--- config.mk ---
export PLATFORM = sky130hd
export DESIGN_NAME = drt_timer
export DESIGN_NICKNAME = d
export VERILOG_FILES = /design/src/logic/drt_pkg.sv /design/src/logic/drt_timer.sv /design/src/logic/drt_channel.sv
export SDC_FILE = /design/constraint.sdc
export NUM_CORES = 1
export LEC_CHECK = 0
export BUFFER_PORTS_ARGS = -buffer_cell sky130_fd_sc_hd__buf_2
export CORE_ASPECT_RATIO = 1.1
export CORE_MARGIN = 4
export CORE_UTILIZATION = 35
export CTS_CLUSTER_SIZE = 20
export DETAILED_ROUTE_END_ITERATION = 8
export PLACE_DENSITY = 0.51
export SLEW_MARGIN = 5
export SYNTH_ARGS = -nofsm -noshare
export SYNTH_HDL_FRONTEND = slang
export SYNTH_SLANG_ARGS = --single-unit
--- constraint.sdc ---
create_clock -name MCLK -period 5.2 [get_ports MCLK]
set_input_delay 0.78 -clock MCLK [delete_from_list [all_inputs] [get_ports MCLK]]
set_output_delay 0.78 -clock MCLK [all_outputs]
set_load 0.02 [all_outputs]
--- src/logic/drt_pkg.sv ---
/*
 * Shared constants for the dual reload down timer: register offsets,
 * field positions, prescaler codes and reset values.
 * Assumes a 4-bit register port and a 32.768 kHz low-speed oscillator.
 */
package drt_pkg;
    localparam int ADDR_W = 4;
    localparam int DATA_W = 4;
    localparam int CNT_W  = 8;

    // register offsets
    localparam logic [3:0] REG_EVCTL   = 4'h0;
    localparam logic [3:0] REG_OUTCTL  = 4'h1;
    localparam logic [3:0] REG_T0CTL   = 4'h2;
    localparam logic [3:0] REG_T1CTL   = 4'h3;
    localparam logic [3:0] REG_RLD0_LO = 4'h4;
    localparam logic [3:0] REG_RLD0_HI = 4'h5;
    localparam logic [3:0] REG_RLD1_LO = 4'h6;
    localparam logic [3:0] REG_RLD1_HI = 4'h7;
    localparam logic [3:0] REG_CNT0_LO = 4'h8;
    localparam logic [3:0] REG_CNT0_HI = 4'h9;
    localparam logic [3:0] REG_CNT1_LO = 4'hA;
    localparam logic [3:0] REG_CNT1_HI = 4'hB;
    localparam logic [3:0] REG_FLAG    = 4'hC;
    localparam logic [3:0] REG_MASK    = 4'hD;

    // field positions
    localparam int EV_POL_BIT    = 0;
    localparam int EV_NR_BIT     = 1;
    localparam int EV_MODE_BIT   = 2;
    localparam int OUT_SRC0_BIT  = 0;
    localparam int OUT_SRC1_BIT  = 1;
    localparam int OUT_EN_BIT    = 2;
    localparam int OUT_TOGGLE_CHANNEL_SELECT_BIT = 3;
    localparam int TC_RUN_BIT    = 0;
    localparam int TC_LOAD_BIT   = 1;
    localparam int TC_PS_LSB     = 2;
    localparam int TC_PS_MSB     = 3;

    // prescaler ratio codes and the matching divider masks
    localparam logic [1:0] PS_DIV1   = 2'h0;
    localparam logic [1:0] PS_DIV4   = 2'h1;
    localparam logic [1:0] PS_DIV32  = 2'h2;
    localparam logic [1:0] PS_DIV256 = 2'h3;
    localparam logic [7:0] PS_MASK1   = 8'h00;
    localparam logic [7:0] PS_MASK4   = 8'h03;
    localparam logic [7:0] PS_MASK32  = 8'h1F;
    localparam logic [7:0] PS_MASK256 = 8'hFF;

    // 2,048 Hz reference from the low-speed oscillator (divide by 16)
    localparam int         NR_DIV_W   = 4;
    localparam logic [3:0] NR_DIV_TOP = 4'hF;
    localparam logic [3:0] NR_ONE     = 4'h1;

    // reset values
    localparam logic [7:0] CNT_ZERO  = 8'h00;
    localparam logic [7:0] CNT_ONE   = 8'h01;
    localparam logic [3:0] DATA_ZERO = 4'h0;
    localparam logic [3:0] NR_ZERO   = 4'h0;

    typedef enum {FLT_WAIT, FLT_HALF} drt_flt_e;
endpackage

--- src/logic/drt_timer.sv ---
/*
 * Dual reload down timer top: register port, pin synchronisers, event
 * noise rejector, two channels, flags, toggle divider and serial clock.
 * Assumes single-cycle register strobes and asynchronous oscillator and event pins.
 */
`timescale 1ns/1ps
// Contract
// RULE_01: two timers, 8-bit counter and reload
// RULE_02: writing one to strobe loads counter
// RULE_03: run bit gates count, value kept
// RULE_04: low nibble read latches high nibble
// RULE_05: underflow reloads, flags, toggles, clocks serial
// RULE_06: mode zero means timer mode, timer1 always
// RULE_07: mode one counts event pin edges
// RULE_08: event mode ignores prescaler settings
// RULE_09: polarity zero falling, one rising edge
// RULE_10: noise filter accepts at second reference fall
// RULE_11: source holds levels 0.98 ms minimum
// RULE_12: source select low or high oscillator
// RULE_13: ratio codes divide 1,4,32,256
// RULE_14: prescaler divides only while running
// RULE_15: software waits 5 ms for oscillator
// RULE_16: underflow sets flag, mask gates request
// RULE_17: toggle output divides underflows by two
// RULE_18: channel select picks timer 0 or 1
// RULE_19: enable shows toggle, else pin high
// RULE_20: software keeps port data one, driven
// RULE_21: enable gating unsynchronised, short pulse possible
// RULE_22: timer1 halved underflow clocks serial interface
// RULE_23: software computes serial reload value
// RULE_24: serial clock at most 1 MHz
// RULE_25: underflow on decrement below zero, reloads
// RULE_26: reset clears toggle, run, mode, selects
module drt_timer
    import drt_pkg::*;
(
    input  wire logic                       MCLK,
    input  wire logic                       RST,
    input  wire logic [drt_pkg::ADDR_W-1:0] ADDR,
    input  wire logic [drt_pkg::DATA_W-1:0] WDATA,
    input  wire logic                       WR,
    input  wire logic                       RD,
    output logic      [drt_pkg::DATA_W-1:0] RDATA,
    input  wire logic                       LOW_SPEED_OSCILLATOR,
    input  wire logic                       HIGH_SPEED_OSCILLATOR,
    input  wire logic                       EVENT_INPUT_PIN,
    output logic                            TOGGLE_PORT_PIN,
    output logic                            SERIAL_CLK,
    output logic                            IRQ_T0,
    output logic                            IRQ_T1
);
    import drt_pkg::*;

    logic [2:0]       pins;
    logic [2:0]       sync_a;
    logic [2:0]       sync_b;
    logic [2:0]       sync_c;
    logic             low_speed_oscillator_tick;
    logic             high_speed_oscillator_tick;
    logic             ev_sync;
    logic [NR_DIV_W-1:0] nr_div;
    logic [NR_DIV_W-1:0] next_nr_div;
    drt_flt_e         flt_state;
    drt_flt_e         next_flt;
    logic             ev_accept;
    logic             next_accept;
    logic             ev_prev;
    logic             nr_fall;
    logic             ext_tick;
    logic             event_mode_select;
    logic             noise_reject_enable;
    logic             event_edge_polarity;
    logic             toggle_channel_select;
    logic             toggle_output_enable;
    logic             source_select_t0;
    logic             source_select_t1;
    logic [1:0]       prescale_ratio_t0;
    logic [1:0]       prescale_ratio_t1;
    logic             run_bit_t0;
    logic             run_bit_t1;
    logic [CNT_W-1:0] reload_value_t0;
    logic [CNT_W-1:0] reload_value_t1;
    logic             underflow_flag_t0;
    logic             underflow_flag_t1;
    logic             underflow_mask_t0;
    logic             underflow_mask_t1;
    logic [12:0]      ctl_q;
    logic [12:0]      next_ctl;
    logic [CNT_W-1:0] next_rld0;
    logic [CNT_W-1:0] next_rld1;
    logic [1:0]       next_flag;
    logic [1:0]       next_mask;
    logic             reload_strobe_t0;
    logic             reload_strobe_t1;
    logic [1:0]       ch_src_tick;
    logic [1:0]       ch_use_ext;
    logic [1:0]       ch_run;
    logic [1:0]       ch_load;
    logic [1:0]       ch_ratio [2];
    logic [CNT_W-1:0] ch_reload [2];
    logic [CNT_W-1:0] ch_count [2];
    logic [1:0]       uf;
    logic [DATA_W-1:0] next_rdata;
    logic [DATA_W-1:0] hold0;
    logic [DATA_W-1:0] hold1;
    logic [DATA_W-1:0] next_hold0;
    logic [DATA_W-1:0] next_hold1;
    logic             toggle_output;
    logic             next_toggle;
    logic             serial_div;
    logic             next_serial_div;
    logic             sel_uf;

    // two-stage synchronisers for the oscillators and the event pin
    assign pins = {EVENT_INPUT_PIN, HIGH_SPEED_OSCILLATOR, LOW_SPEED_OSCILLATOR};
    for (genvar gi = 0; gi < 3; gi++) begin : g_sync
        always_ff @(posedge MCLK) begin
            if (RST) begin
                sync_a[gi] <= 1'b0;
                sync_b[gi] <= 1'b0;
                sync_c[gi] <= 1'b0;
            end else begin
                sync_a[gi] <= pins[gi];
                sync_b[gi] <= sync_a[gi];
                sync_c[gi] <= sync_b[gi];
            end
        end
    end

    // rising-edge pulses of the oscillators
    assign low_speed_oscillator_tick = sync_b[0] & ~sync_c[0];
    assign high_speed_oscillator_tick = sync_b[1] & ~sync_c[1];
    assign ev_sync   = sync_b[2];

    // reference divider and noise rejector next values
    always_comb begin
        next_nr_div = nr_div;
        nr_fall     = low_speed_oscillator_tick && (nr_div == NR_DIV_TOP);  // reference falls at wrap
        if (low_speed_oscillator_tick) begin
            next_nr_div = nr_div + NR_ONE;
        end
        next_flt    = flt_state;
        next_accept = ev_accept;
        if (!noise_reject_enable) begin
            next_accept = ev_sync;
            next_flt    = FLT_WAIT;
        end else if (ev_sync == ev_accept) begin
            next_flt = FLT_WAIT;                            // glitch gone, start over
        end else if (nr_fall) begin
            case (flt_state)
                FLT_WAIT: begin
                    next_flt = FLT_HALF;
                end
                FLT_HALF: begin
                    next_accept = ev_sync;                  // [RULE_10]
                    next_flt    = FLT_WAIT;
                end
                default: begin
                    next_flt = FLT_WAIT;
                end
            endcase
        end
    end

    // register the rejector state
    always_ff @(posedge MCLK) begin
        if (RST) begin
            nr_div    <= NR_ZERO;
            flt_state <= FLT_WAIT;
            ev_accept <= 1'b0;
            ev_prev   <= 1'b0;
        end else begin
            nr_div    <= next_nr_div;
            flt_state <= next_flt;
            ev_accept <= next_accept;
            ev_prev   <= ev_accept;
        end
    end

    // counted edge of the accepted event level
    assign ext_tick = event_edge_polarity ? (ev_accept & ~ev_prev)    // [RULE_09]
                                          : (~ev_accept & ev_prev);

    // load strobes are write-only actions, never stored
    assign reload_strobe_t0 = WR && (ADDR == REG_T0CTL) && WDATA[TC_LOAD_BIT];
    assign reload_strobe_t1 = WR && (ADDR == REG_T1CTL) && WDATA[TC_LOAD_BIT];

    assign {event_mode_select, noise_reject_enable, event_edge_polarity,
            toggle_channel_select, toggle_output_enable, source_select_t1, source_select_t0,
            prescale_ratio_t0, run_bit_t0, prescale_ratio_t1, run_bit_t1} = ctl_q;

    // register file writes and flag updates
    always_comb begin
        next_ctl  = ctl_q;
        next_rld0 = reload_value_t0;
        next_rld1 = reload_value_t1;
        next_mask = {underflow_mask_t1, underflow_mask_t0};
        next_flag = {underflow_flag_t1, underflow_flag_t0};
        if (WR) begin
            case (ADDR)
                REG_EVCTL:   next_ctl[12:10] = {WDATA[EV_MODE_BIT], WDATA[EV_NR_BIT], WDATA[EV_POL_BIT]};
                REG_OUTCTL:  next_ctl[9:6] = {WDATA[OUT_TOGGLE_CHANNEL_SELECT_BIT], WDATA[OUT_EN_BIT],
                                              WDATA[OUT_SRC1_BIT], WDATA[OUT_SRC0_BIT]};
                REG_T0CTL:   next_ctl[5:3] = {WDATA[TC_PS_MSB:TC_PS_LSB], WDATA[TC_RUN_BIT]};
                REG_T1CTL:   next_ctl[2:0] = {WDATA[TC_PS_MSB:TC_PS_LSB], WDATA[TC_RUN_BIT]};
                REG_RLD0_LO: next_rld0[3:0] = WDATA;
                REG_RLD0_HI: next_rld0[7:4] = WDATA;
                REG_RLD1_LO: next_rld1[3:0] = WDATA;
                REG_RLD1_HI: next_rld1[7:4] = WDATA;
                REG_MASK:    next_mask = WDATA[1:0];
                REG_FLAG:    next_flag = next_flag & ~WDATA[1:0];   // write one clears
                default:     next_ctl = ctl_q;
            endcase
        end
        next_flag = next_flag | uf;                         // [RULE_16] set wins over clear
    end

    // register the control state
    always_ff @(posedge MCLK) begin
        if (RST) begin
            ctl_q             <= '0;                        // [RULE_26] [RULE_06]
            reload_value_t0   <= CNT_ZERO;
            reload_value_t1   <= CNT_ZERO;
            {underflow_mask_t1, underflow_mask_t0} <= 2'h0;
            {underflow_flag_t1, underflow_flag_t0} <= 2'h0;
        end else begin
            ctl_q             <= next_ctl;
            reload_value_t0   <= next_rld0;
            reload_value_t1   <= next_rld1;
            {underflow_mask_t1, underflow_mask_t0} <= next_mask;
            {underflow_flag_t1, underflow_flag_t0} <= next_flag;
        end
    end

    // per-channel hookup; timer 1 never takes the event input
    assign ch_src_tick[0] = source_select_t0 ? high_speed_oscillator_tick : low_speed_oscillator_tick;  // [RULE_12]
    assign ch_src_tick[1] = source_select_t1 ? high_speed_oscillator_tick : low_speed_oscillator_tick;
    assign ch_use_ext     = {1'b0, event_mode_select};                // [RULE_06] [RULE_07]
    assign ch_run         = {run_bit_t1, run_bit_t0};
    assign ch_load        = {reload_strobe_t1, reload_strobe_t0};
    assign ch_ratio[0]    = prescale_ratio_t0;
    assign ch_ratio[1]    = prescale_ratio_t1;
    assign ch_reload[0]   = reload_value_t0;
    assign ch_reload[1]   = reload_value_t1;

    for (genvar ci = 0; ci < 2; ci++) begin : g_ch
        drt_channel #(
            .W (CNT_W)
        ) u_ch (
            .clk       (MCLK),
            .rst       (RST),
            .src_tick  (ch_src_tick[ci]),
            .ext_tick  (ext_tick),
            .use_ext   (ch_use_ext[ci]),
            .run       (ch_run[ci]),
            .ratio     (ch_ratio[ci]),
            .load      (ch_load[ci]),
            .reload    (ch_reload[ci]),
            .count     (ch_count[ci]),
            .underflow (uf[ci])
        );
    end

    // read data and high-nibble hold buffers
    always_comb begin
        next_rdata = DATA_ZERO;
        next_hold0 = hold0;
        next_hold1 = hold1;
        if (RD) begin
            case (ADDR)
                REG_EVCTL:   next_rdata = {1'b0, event_mode_select, noise_reject_enable, event_edge_polarity};
                REG_OUTCTL:  next_rdata = {toggle_channel_select, toggle_output_enable,
                                           source_select_t1, source_select_t0};
                REG_T0CTL:   next_rdata = {prescale_ratio_t0, 1'b0, run_bit_t0};
                REG_T1CTL:   next_rdata = {prescale_ratio_t1, 1'b0, run_bit_t1};
                REG_RLD0_LO: next_rdata = reload_value_t0[3:0];
                REG_RLD0_HI: next_rdata = reload_value_t0[7:4];
                REG_RLD1_LO: next_rdata = reload_value_t1[3:0];
                REG_RLD1_HI: next_rdata = reload_value_t1[7:4];
                REG_CNT0_LO: begin
                    next_rdata = ch_count[0][3:0];
                    next_hold0 = ch_count[0][7:4];          // [RULE_04]
                end
                REG_CNT0_HI: next_rdata = hold0;
                REG_CNT1_LO: begin
                    next_rdata = ch_count[1][3:0];
                    next_hold1 = ch_count[1][7:4];          // [RULE_04]
                end
                REG_CNT1_HI: next_rdata = hold1;
                REG_FLAG:    next_rdata = {2'h0, underflow_flag_t1, underflow_flag_t0};
                REG_MASK:    next_rdata = {2'h0, underflow_mask_t1, underflow_mask_t0};
                default:     next_rdata = DATA_ZERO;
            endcase
        end
    end

    // register read data
    always_ff @(posedge MCLK) begin
        if (RST) begin
            RDATA <= DATA_ZERO;
            hold0 <= DATA_ZERO;
            hold1 <= DATA_ZERO;
        end else begin
            RDATA <= next_rdata;
            hold0 <= next_hold0;
            hold1 <= next_hold1;
        end
    end

    // toggle divider, serial clock divider and pin outputs
    always_comb begin
        sel_uf          = toggle_channel_select ? uf[1] : uf[0];        // [RULE_18]
        next_toggle     = toggle_output ^ sel_uf;                       // [RULE_17]
        next_serial_div = serial_div ^ uf[1];                           // [RULE_22]
    end

    // register outputs; enable gating is not aligned to the toggle phase
    always_ff @(posedge MCLK) begin
        if (RST) begin
            toggle_output   <= 1'b0;
            serial_div      <= 1'b0;
            TOGGLE_PORT_PIN <= 1'b1;
            SERIAL_CLK      <= 1'b0;
            IRQ_T0          <= 1'b0;
            IRQ_T1          <= 1'b0;
        end else begin
            toggle_output   <= next_toggle;
            serial_div      <= next_serial_div;
            TOGGLE_PORT_PIN <= toggle_output_enable ? toggle_output : 1'b1;  // [RULE_19] [RULE_21]
            SERIAL_CLK      <= run_bit_t1 & serial_div;                     // [RULE_22]
            IRQ_T0          <= underflow_flag_t0 & underflow_mask_t0;       // [RULE_16]
            IRQ_T1          <= underflow_flag_t1 & underflow_mask_t1;
        end
    end
endmodule

--- src/logic/drt_channel.sv ---
/*
 * One timer channel: gated prescaler and 8-bit reloadable down counter.
 * Assumes src_tick and ext_tick are one-cycle pulses on clk.
 */
`timescale 1ns/1ps
module drt_channel
    import drt_pkg::*;
#(
    parameter int W = 8
) (
    input  wire logic         clk,
    input  wire logic         rst,
    input  wire logic         src_tick,
    input  wire logic         ext_tick,
    input  wire logic         use_ext,
    input  wire logic         run,
    input  wire logic [1:0]   ratio,
    input  wire logic         load,
    input  wire logic [W-1:0] reload,
    output logic      [W-1:0] count,
    output logic              underflow
);
    import drt_pkg::*;

    logic [7:0]   pre;
    logic [7:0]   next_pre;
    logic [7:0]   mask;
    logic [W-1:0] next_count;
    logic         next_underflow;
    logic         pre_tick;
    logic         count_tick;

    // prescaler and counter next values
    always_comb begin
        case (ratio)
            PS_DIV4:   mask = PS_MASK4;
            PS_DIV32:  mask = PS_MASK32;
            PS_DIV256: mask = PS_MASK256;
            default:   mask = PS_MASK1;
        endcase
        next_pre = pre;
        pre_tick = 1'b0;
        if (run && !use_ext && src_tick) begin            // [RULE_14] [RULE_08]
            next_pre = pre + CNT_ONE;
            pre_tick = ((pre & mask) == mask);            // [RULE_13]
        end
        count_tick = run && (use_ext ? ext_tick : pre_tick);  // [RULE_03] [RULE_07]
        next_count = count;
        next_underflow = 1'b0;
        if (load) begin
            next_count = reload;                          // [RULE_02]
        end else if (count_tick) begin
            if (count == W'(CNT_ZERO)) begin
                next_count = reload;                      // [RULE_25] [RULE_05]
                next_underflow = 1'b1;
            end else begin
                next_count = count - W'(CNT_ONE);         // [RULE_01]
            end
        end
    end

    // register the channel state
    always_ff @(posedge clk) begin
        if (rst) begin
            pre       <= CNT_ZERO;
            count     <= W'(CNT_ZERO);
            underflow <= 1'b0;
        end else begin
            pre       <= next_pre;
            count     <= next_count;
            underflow <= next_underflow;
        end
    end
endmodule

* Word-level counts from Yosys, hierarchy flattened
Index checks and enable logic that the tools add are counted.
** Storage, ports and cells
- Output and inout bits :: 8
- Register bits after elaboration :: 131
- Input port bits :: 15
** Operators by class
- Equality and inequality tests :: 27
- Mux-type cells :: 25
- Add/sub/neg operators :: 5
- Reductions and logical operators :: 34
- Bitwise gates (word level) :: 23
** Operators by type and width (count)
- $pmux W4 S14 :: 1
- $mux W8 :: 6
- $pmux W8 S3 :: 2
- $eq A32 B1 Y1 const B :: 1
- $logic_not A32 Y1 :: 1
- $eq A4 B4 Y1 const B :: 7
- $reduce_and A2 Y1 :: 11
- $add A8 B1 Y8 const B :: 2
- $and A8 B8 Y8 :: 2
- $eq A4 B3 Y1 const B :: 4
- $eq A8 B8 Y1 :: 2
- $logic_not A8 Y1 :: 2
- $sub A8 B1 Y8 const B :: 2
- $mux W1 :: 14
- $logic_and A1 B1 Y1 :: 10
- $not A1 Y1 :: 9
- $reduce_or A3 Y1 :: 3
- $eq A2 B2 Y1 const B :: 4
- $eq A4 B2 Y1 const B :: 2
- $and A1 B1 Y1 :: 7
- $add A4 B1 Y4 const B :: 1
- $eq A2 B1 Y1 const B :: 2
- $eq A4 B1 Y1 const B :: 1
- $logic_not A4 Y1 :: 1
- other kinds (12) :: 17

* Depth between registers and ports, before layout
- Word-level depth :: 9
- Depth in mapped cells :: 7
- Mapped depth without buffers :: 7

* Modules after synthesis
From an unflattened synthesis, not the netlist that was laid out.
** Second synthesis, totals
- Cell total of the unflattened synthesis :: 573
- Area total of the unflattened synthesis :: 4994.8 um^2
** Modules (own cells, without submodules)
- drt_timer :: cells each 329, area each 2962.8 um^2, instances 1
- drt_channel :: cells each 122, area each 1016.0 um^2, instances 2

* Worst setup path after synthesis
No wires, ideal clock.
- Path kind :: in2reg
- From :: input port ADDR[1] (netlist bit)
- To :: register g_ch[0].u_ch.count[3]
- Stages :: 6
- Path buffers :: 1
- Data arrival time :: 1968 ps
- Slack :: 3100 ps
- Path through :: buf_2 -> and4b_1 -> a32oi_2 -> mux2_1 -> o21ai_1 -> a21oi_1
** On the way
- Cells in the longest elaborated chain, start to end :: 4
** Ends and longest elaborated chain
- from (decl) :: line drt_timer.sv:39 : input wire logic [drt_pkg::ADDR_W-1:0] ADDR,
- $eq A4 B2 Y1 (*) :: line drt_timer.sv:185 : assign reload_strobe_t0 = WR && (ADDR == REG_T0CTL) && WDATA[TC_LOAD_BIT];
- $logic_and A1 B1 Y1 (*) (2 in a row) :: line drt_timer.sv:185
- $mux W8 or $reduce_bool A2 Y1 (tied branches)
- to (signal assigned) :: line drt_channel.sv:66 : count <= W'(CNT_ZERO);
- to (signal assigned) :: line drt_channel.sv:70 : count <= next_count;
- to (decl) :: line drt_channel.sv:20 : output logic [W-1:0] count,
Mark *: on every way between the ends. The rest lies on a longest branch, timed or not.
A chain may end at the register's enable or synchronous reset.

* Worst setup path after layout
- From :: input port ADDR[3] (netlist bit)
- To :: register ctl_q[0]
** On the way
- Cells in the longest elaborated chain, start to end :: 2
** Ends and longest elaborated chain
- $eq A4 B2 Y1 :: line drt_timer.sv:200 : case (ADDR)
- $reduce_and A2 Y1 (no source line)
- to (signal assigned) :: line drt_timer.sv:227 : ctl_q <= next_ctl;
- to (decl) :: line drt_timer.sv:87 : logic [12:0] ctl_q;
No other way between the ends.

==> results.md <==
* TritonCTS Buffers at 9
* Synth area leaders: dfxtp_1 (41%), mux2i_1 (5.9%), nor2_1 (4.7%)
* Clock sink count at 100
* Slowest CP cell: nor3b_1
* Top cell type's share of synthesized area at 40.53%
* Max Clock Freq at 400.7 MHz
* Final setup viols at 0
* Total setup buffers inserted after CTS at 0
* PostCTS Resize Cnt at 0
* First-pass GRT wire length at 21070 microns
* Worst Path Arrival at 2.71 ns
* GR Overflow Total at 0
* Seq/Total Area, Yosys at 40.53%
* Placed wire-length estimate at 9199 microns
* WS Path Type: primary input to flop
* Syn. warnings at 0
* Drt total wl at 12970 microns
* Crit. path cell count at 5
* Share of layout cells above drive strength 1 at 9.516%
* FF-to-FF path depth at 5
* Initial antenna violation count at 0
* CP max stage delay at 1.01 ns
* Worst-Margin Slew at 1.193 ns
* Area growth, synth to finish at 9.802%
* Req. time, crit path at 5.41 ns
* Initial core utilization at 35.81%
* Tcrit/Tclk final at 48.00%
* Maximum clock path buffer count at 2
* Clock-pin slew on the worst setup and hold paths at 0.07 ns
* RePlAce Congestion at 0.8718
* Min Hold Slack at 0.4404 ns
* Setup crit start kind: primary input
* Top Family by Delay on Critical Path: simple AND/OR/NAND/NOR gates
* CTS tree: yes
* CP Max Fanout at 22
* Post-synth cell types at 65
* Vias in the first global route at 3880
* Vias per cell at 5.445
* Die Y-Extent at 132.6 microns
* Buf/Inv on CP at 1
* Net count, final at 595
* Cell Pwr Density at 278.4 nW/um^2
* P_leak at 0.001898 uW
* Total number of vias at 4171
* Reg2Reg Setup Slack at 2.97 ns
* Drc violations at 0
* Status: finished clean
* Clock skew at 0.005916 ns
* DRT antenna net count at 0
* Hold crit path type: flop to flop
* Number of flops mapped to enable cells by yosys at 0
* Tot Pwr at 1510 uW
* Avg Cell Area, Syn at 8.591 sq um
* Die W at 121.3 microns
* # hold bufs at CTS at 0
* Largest net degree at the start of global routing at 91
* Port bufs at 22
* Max_cap viols at 0
* Most common cell after layout, fill and taps aside: dfxtp_1
* Die area at 16080 sq um
* Initial drt markers at 375
* Row count at 45
* Final slew viol count at 0
* Max rail drop VDD at 110.8 uV
* Gate Count Post-Synth at 575
* Seq cells post-synth at 100
* Clock Latency Late Sink at 0.35 ns
* DR pass1 iterations at 5
* Ys async rst share at 0%
* Fin crit period at 2.496 ns
* Synth area leader: dfxtp_1
* Cell Area, Synth at 4940 sq um
* CP Cell Sequence: buf_2 > nor3b_1 > and3_1 > mux2i_1 > nor2_1
* Ys flop type: dfxtp_1
* Gr usage total at 16.79%
* H-tree depth at 3
* Wire per inst at 16.93 microns
* Final hold violation count at 0
* Worst relative slew slack at 20.28%
* Syn_nets at 597
* Leading cell types in the layout, fill and taps excluded: dfxtp_1 (100), nor2_1 (62), nand2_1 (56)
* RSZ-0062 raised after global routing: no
* ANT cells at 0
* Worst setup EP type: flop
* CTS Root Cell: clkbuf_16
* Setup TNS at 0 ns
* Fillers at 1422
* Core area at 13790 sq um
* IO Pins at 23
* Cells on Worst Hold Path at 1
==> worst register-to-register path: stages (launching register included) <==
cell and delay [ns]:
dfxtp_1 0.35, and3b_1 0.22, o211a_1 0.26, o221ai_1 0.85, a22oi_1 0.17, o311ai_1 0.28
==> sequential cells by signal, summed over array words and instances (netlist names), 2 cells and up <==
signal / flops
g_ch.u_ch.underflow: 2
reload_value_t1: 8
ctl_q: 13
hold0: 4
hold1: 4
RDATA: 4
reload_value_t0: 8
g_ch.u_ch.count: 16
sync_c: 2
nr_div: 4
sync_b: 2
g_ch.u_ch.pre: 16
sync_a: 3
==> worst paths after layout <==
check / from / end
setup / recovery: ADDR[3] / ctl_q[0]$_SDFFE_PP0P_
hold / removal: sync_a[2]$_SDFF_PP0_ / ev_sync$_SDFF_PP0_
setup reg to reg: ctl_q[6]$_SDFFE_PP0P_ / g_ch[0].u_ch.count[0]$_SDFFE_PP0P_
hold reg to reg: sync_a[2]$_SDFF_PP0_ / ev_sync$_SDFF_PP0_
==> cell type report <==
cell class                 instances  area [sq um]  area share, %
clock inverter                     5         43.79         0.8074
multi-input combinational        430          2749          50.68
timing repair buffer              23         117.6          2.168
sequential                       100          2002          36.91
tap                              188         235.2          4.337
inverter                           9         33.78         0.6228
clock buffer                      11         242.7          4.475
==> power breakdown <==
group	internal (uW)	switching (uW)
logic	22.1	56.0
clock network	345	308
registers	773	6.09
==> synth_stat cells, types with 10 or more instances <==
cell,n
a21oi_1,44
buf_2,10
clkbuf_1,23
dfxtp_1,100
mux2i_1,29
nand2_1,56
nand3_1,26
nand4_1,11
nor2_1,62
nor2b_1,18
o21ai_0,30
xor2_1,14
==> cell families (layout without fill, tap and decap cells) <==
logic type	after synthesis	count (layout)	synth area share, %
and+or+nand+nor	223	223	22.59
buffers and inverters	45	48	3.824
xor gates and xnor gates	21	21	3.723
DFF	100	100	40.53
adders and majority gates	7	7	1.773
muxes	35	35	7.472
AOI/OAI and AO/OA	144	144	20.09
==> stage by stage <==
stage                     util [%]  cells  setup WS [ns]  instance area [sq um]
after floorplan                  -    575          3.100                   4940
after global placement       37.24    750          2.460                   5137
after detailed placement     37.24    750          2.379                   5137
after CTS                    39.32    766          2.766                   5424
after global routing         39.32    766          2.498                   5424
final                        39.32    766          2.704                   5424
==> routing by layer <==
layer	vias up	part of all wire [%]	GRT usage, %
li1	2077	-	-
met1	1972	48	22.71
met2	98	46	25.98
met3	24	3.6	3.249
met4	0	2.8	7.410
met5	-	0	0
No activity file was read; power rests on OpenSTA's default activity.
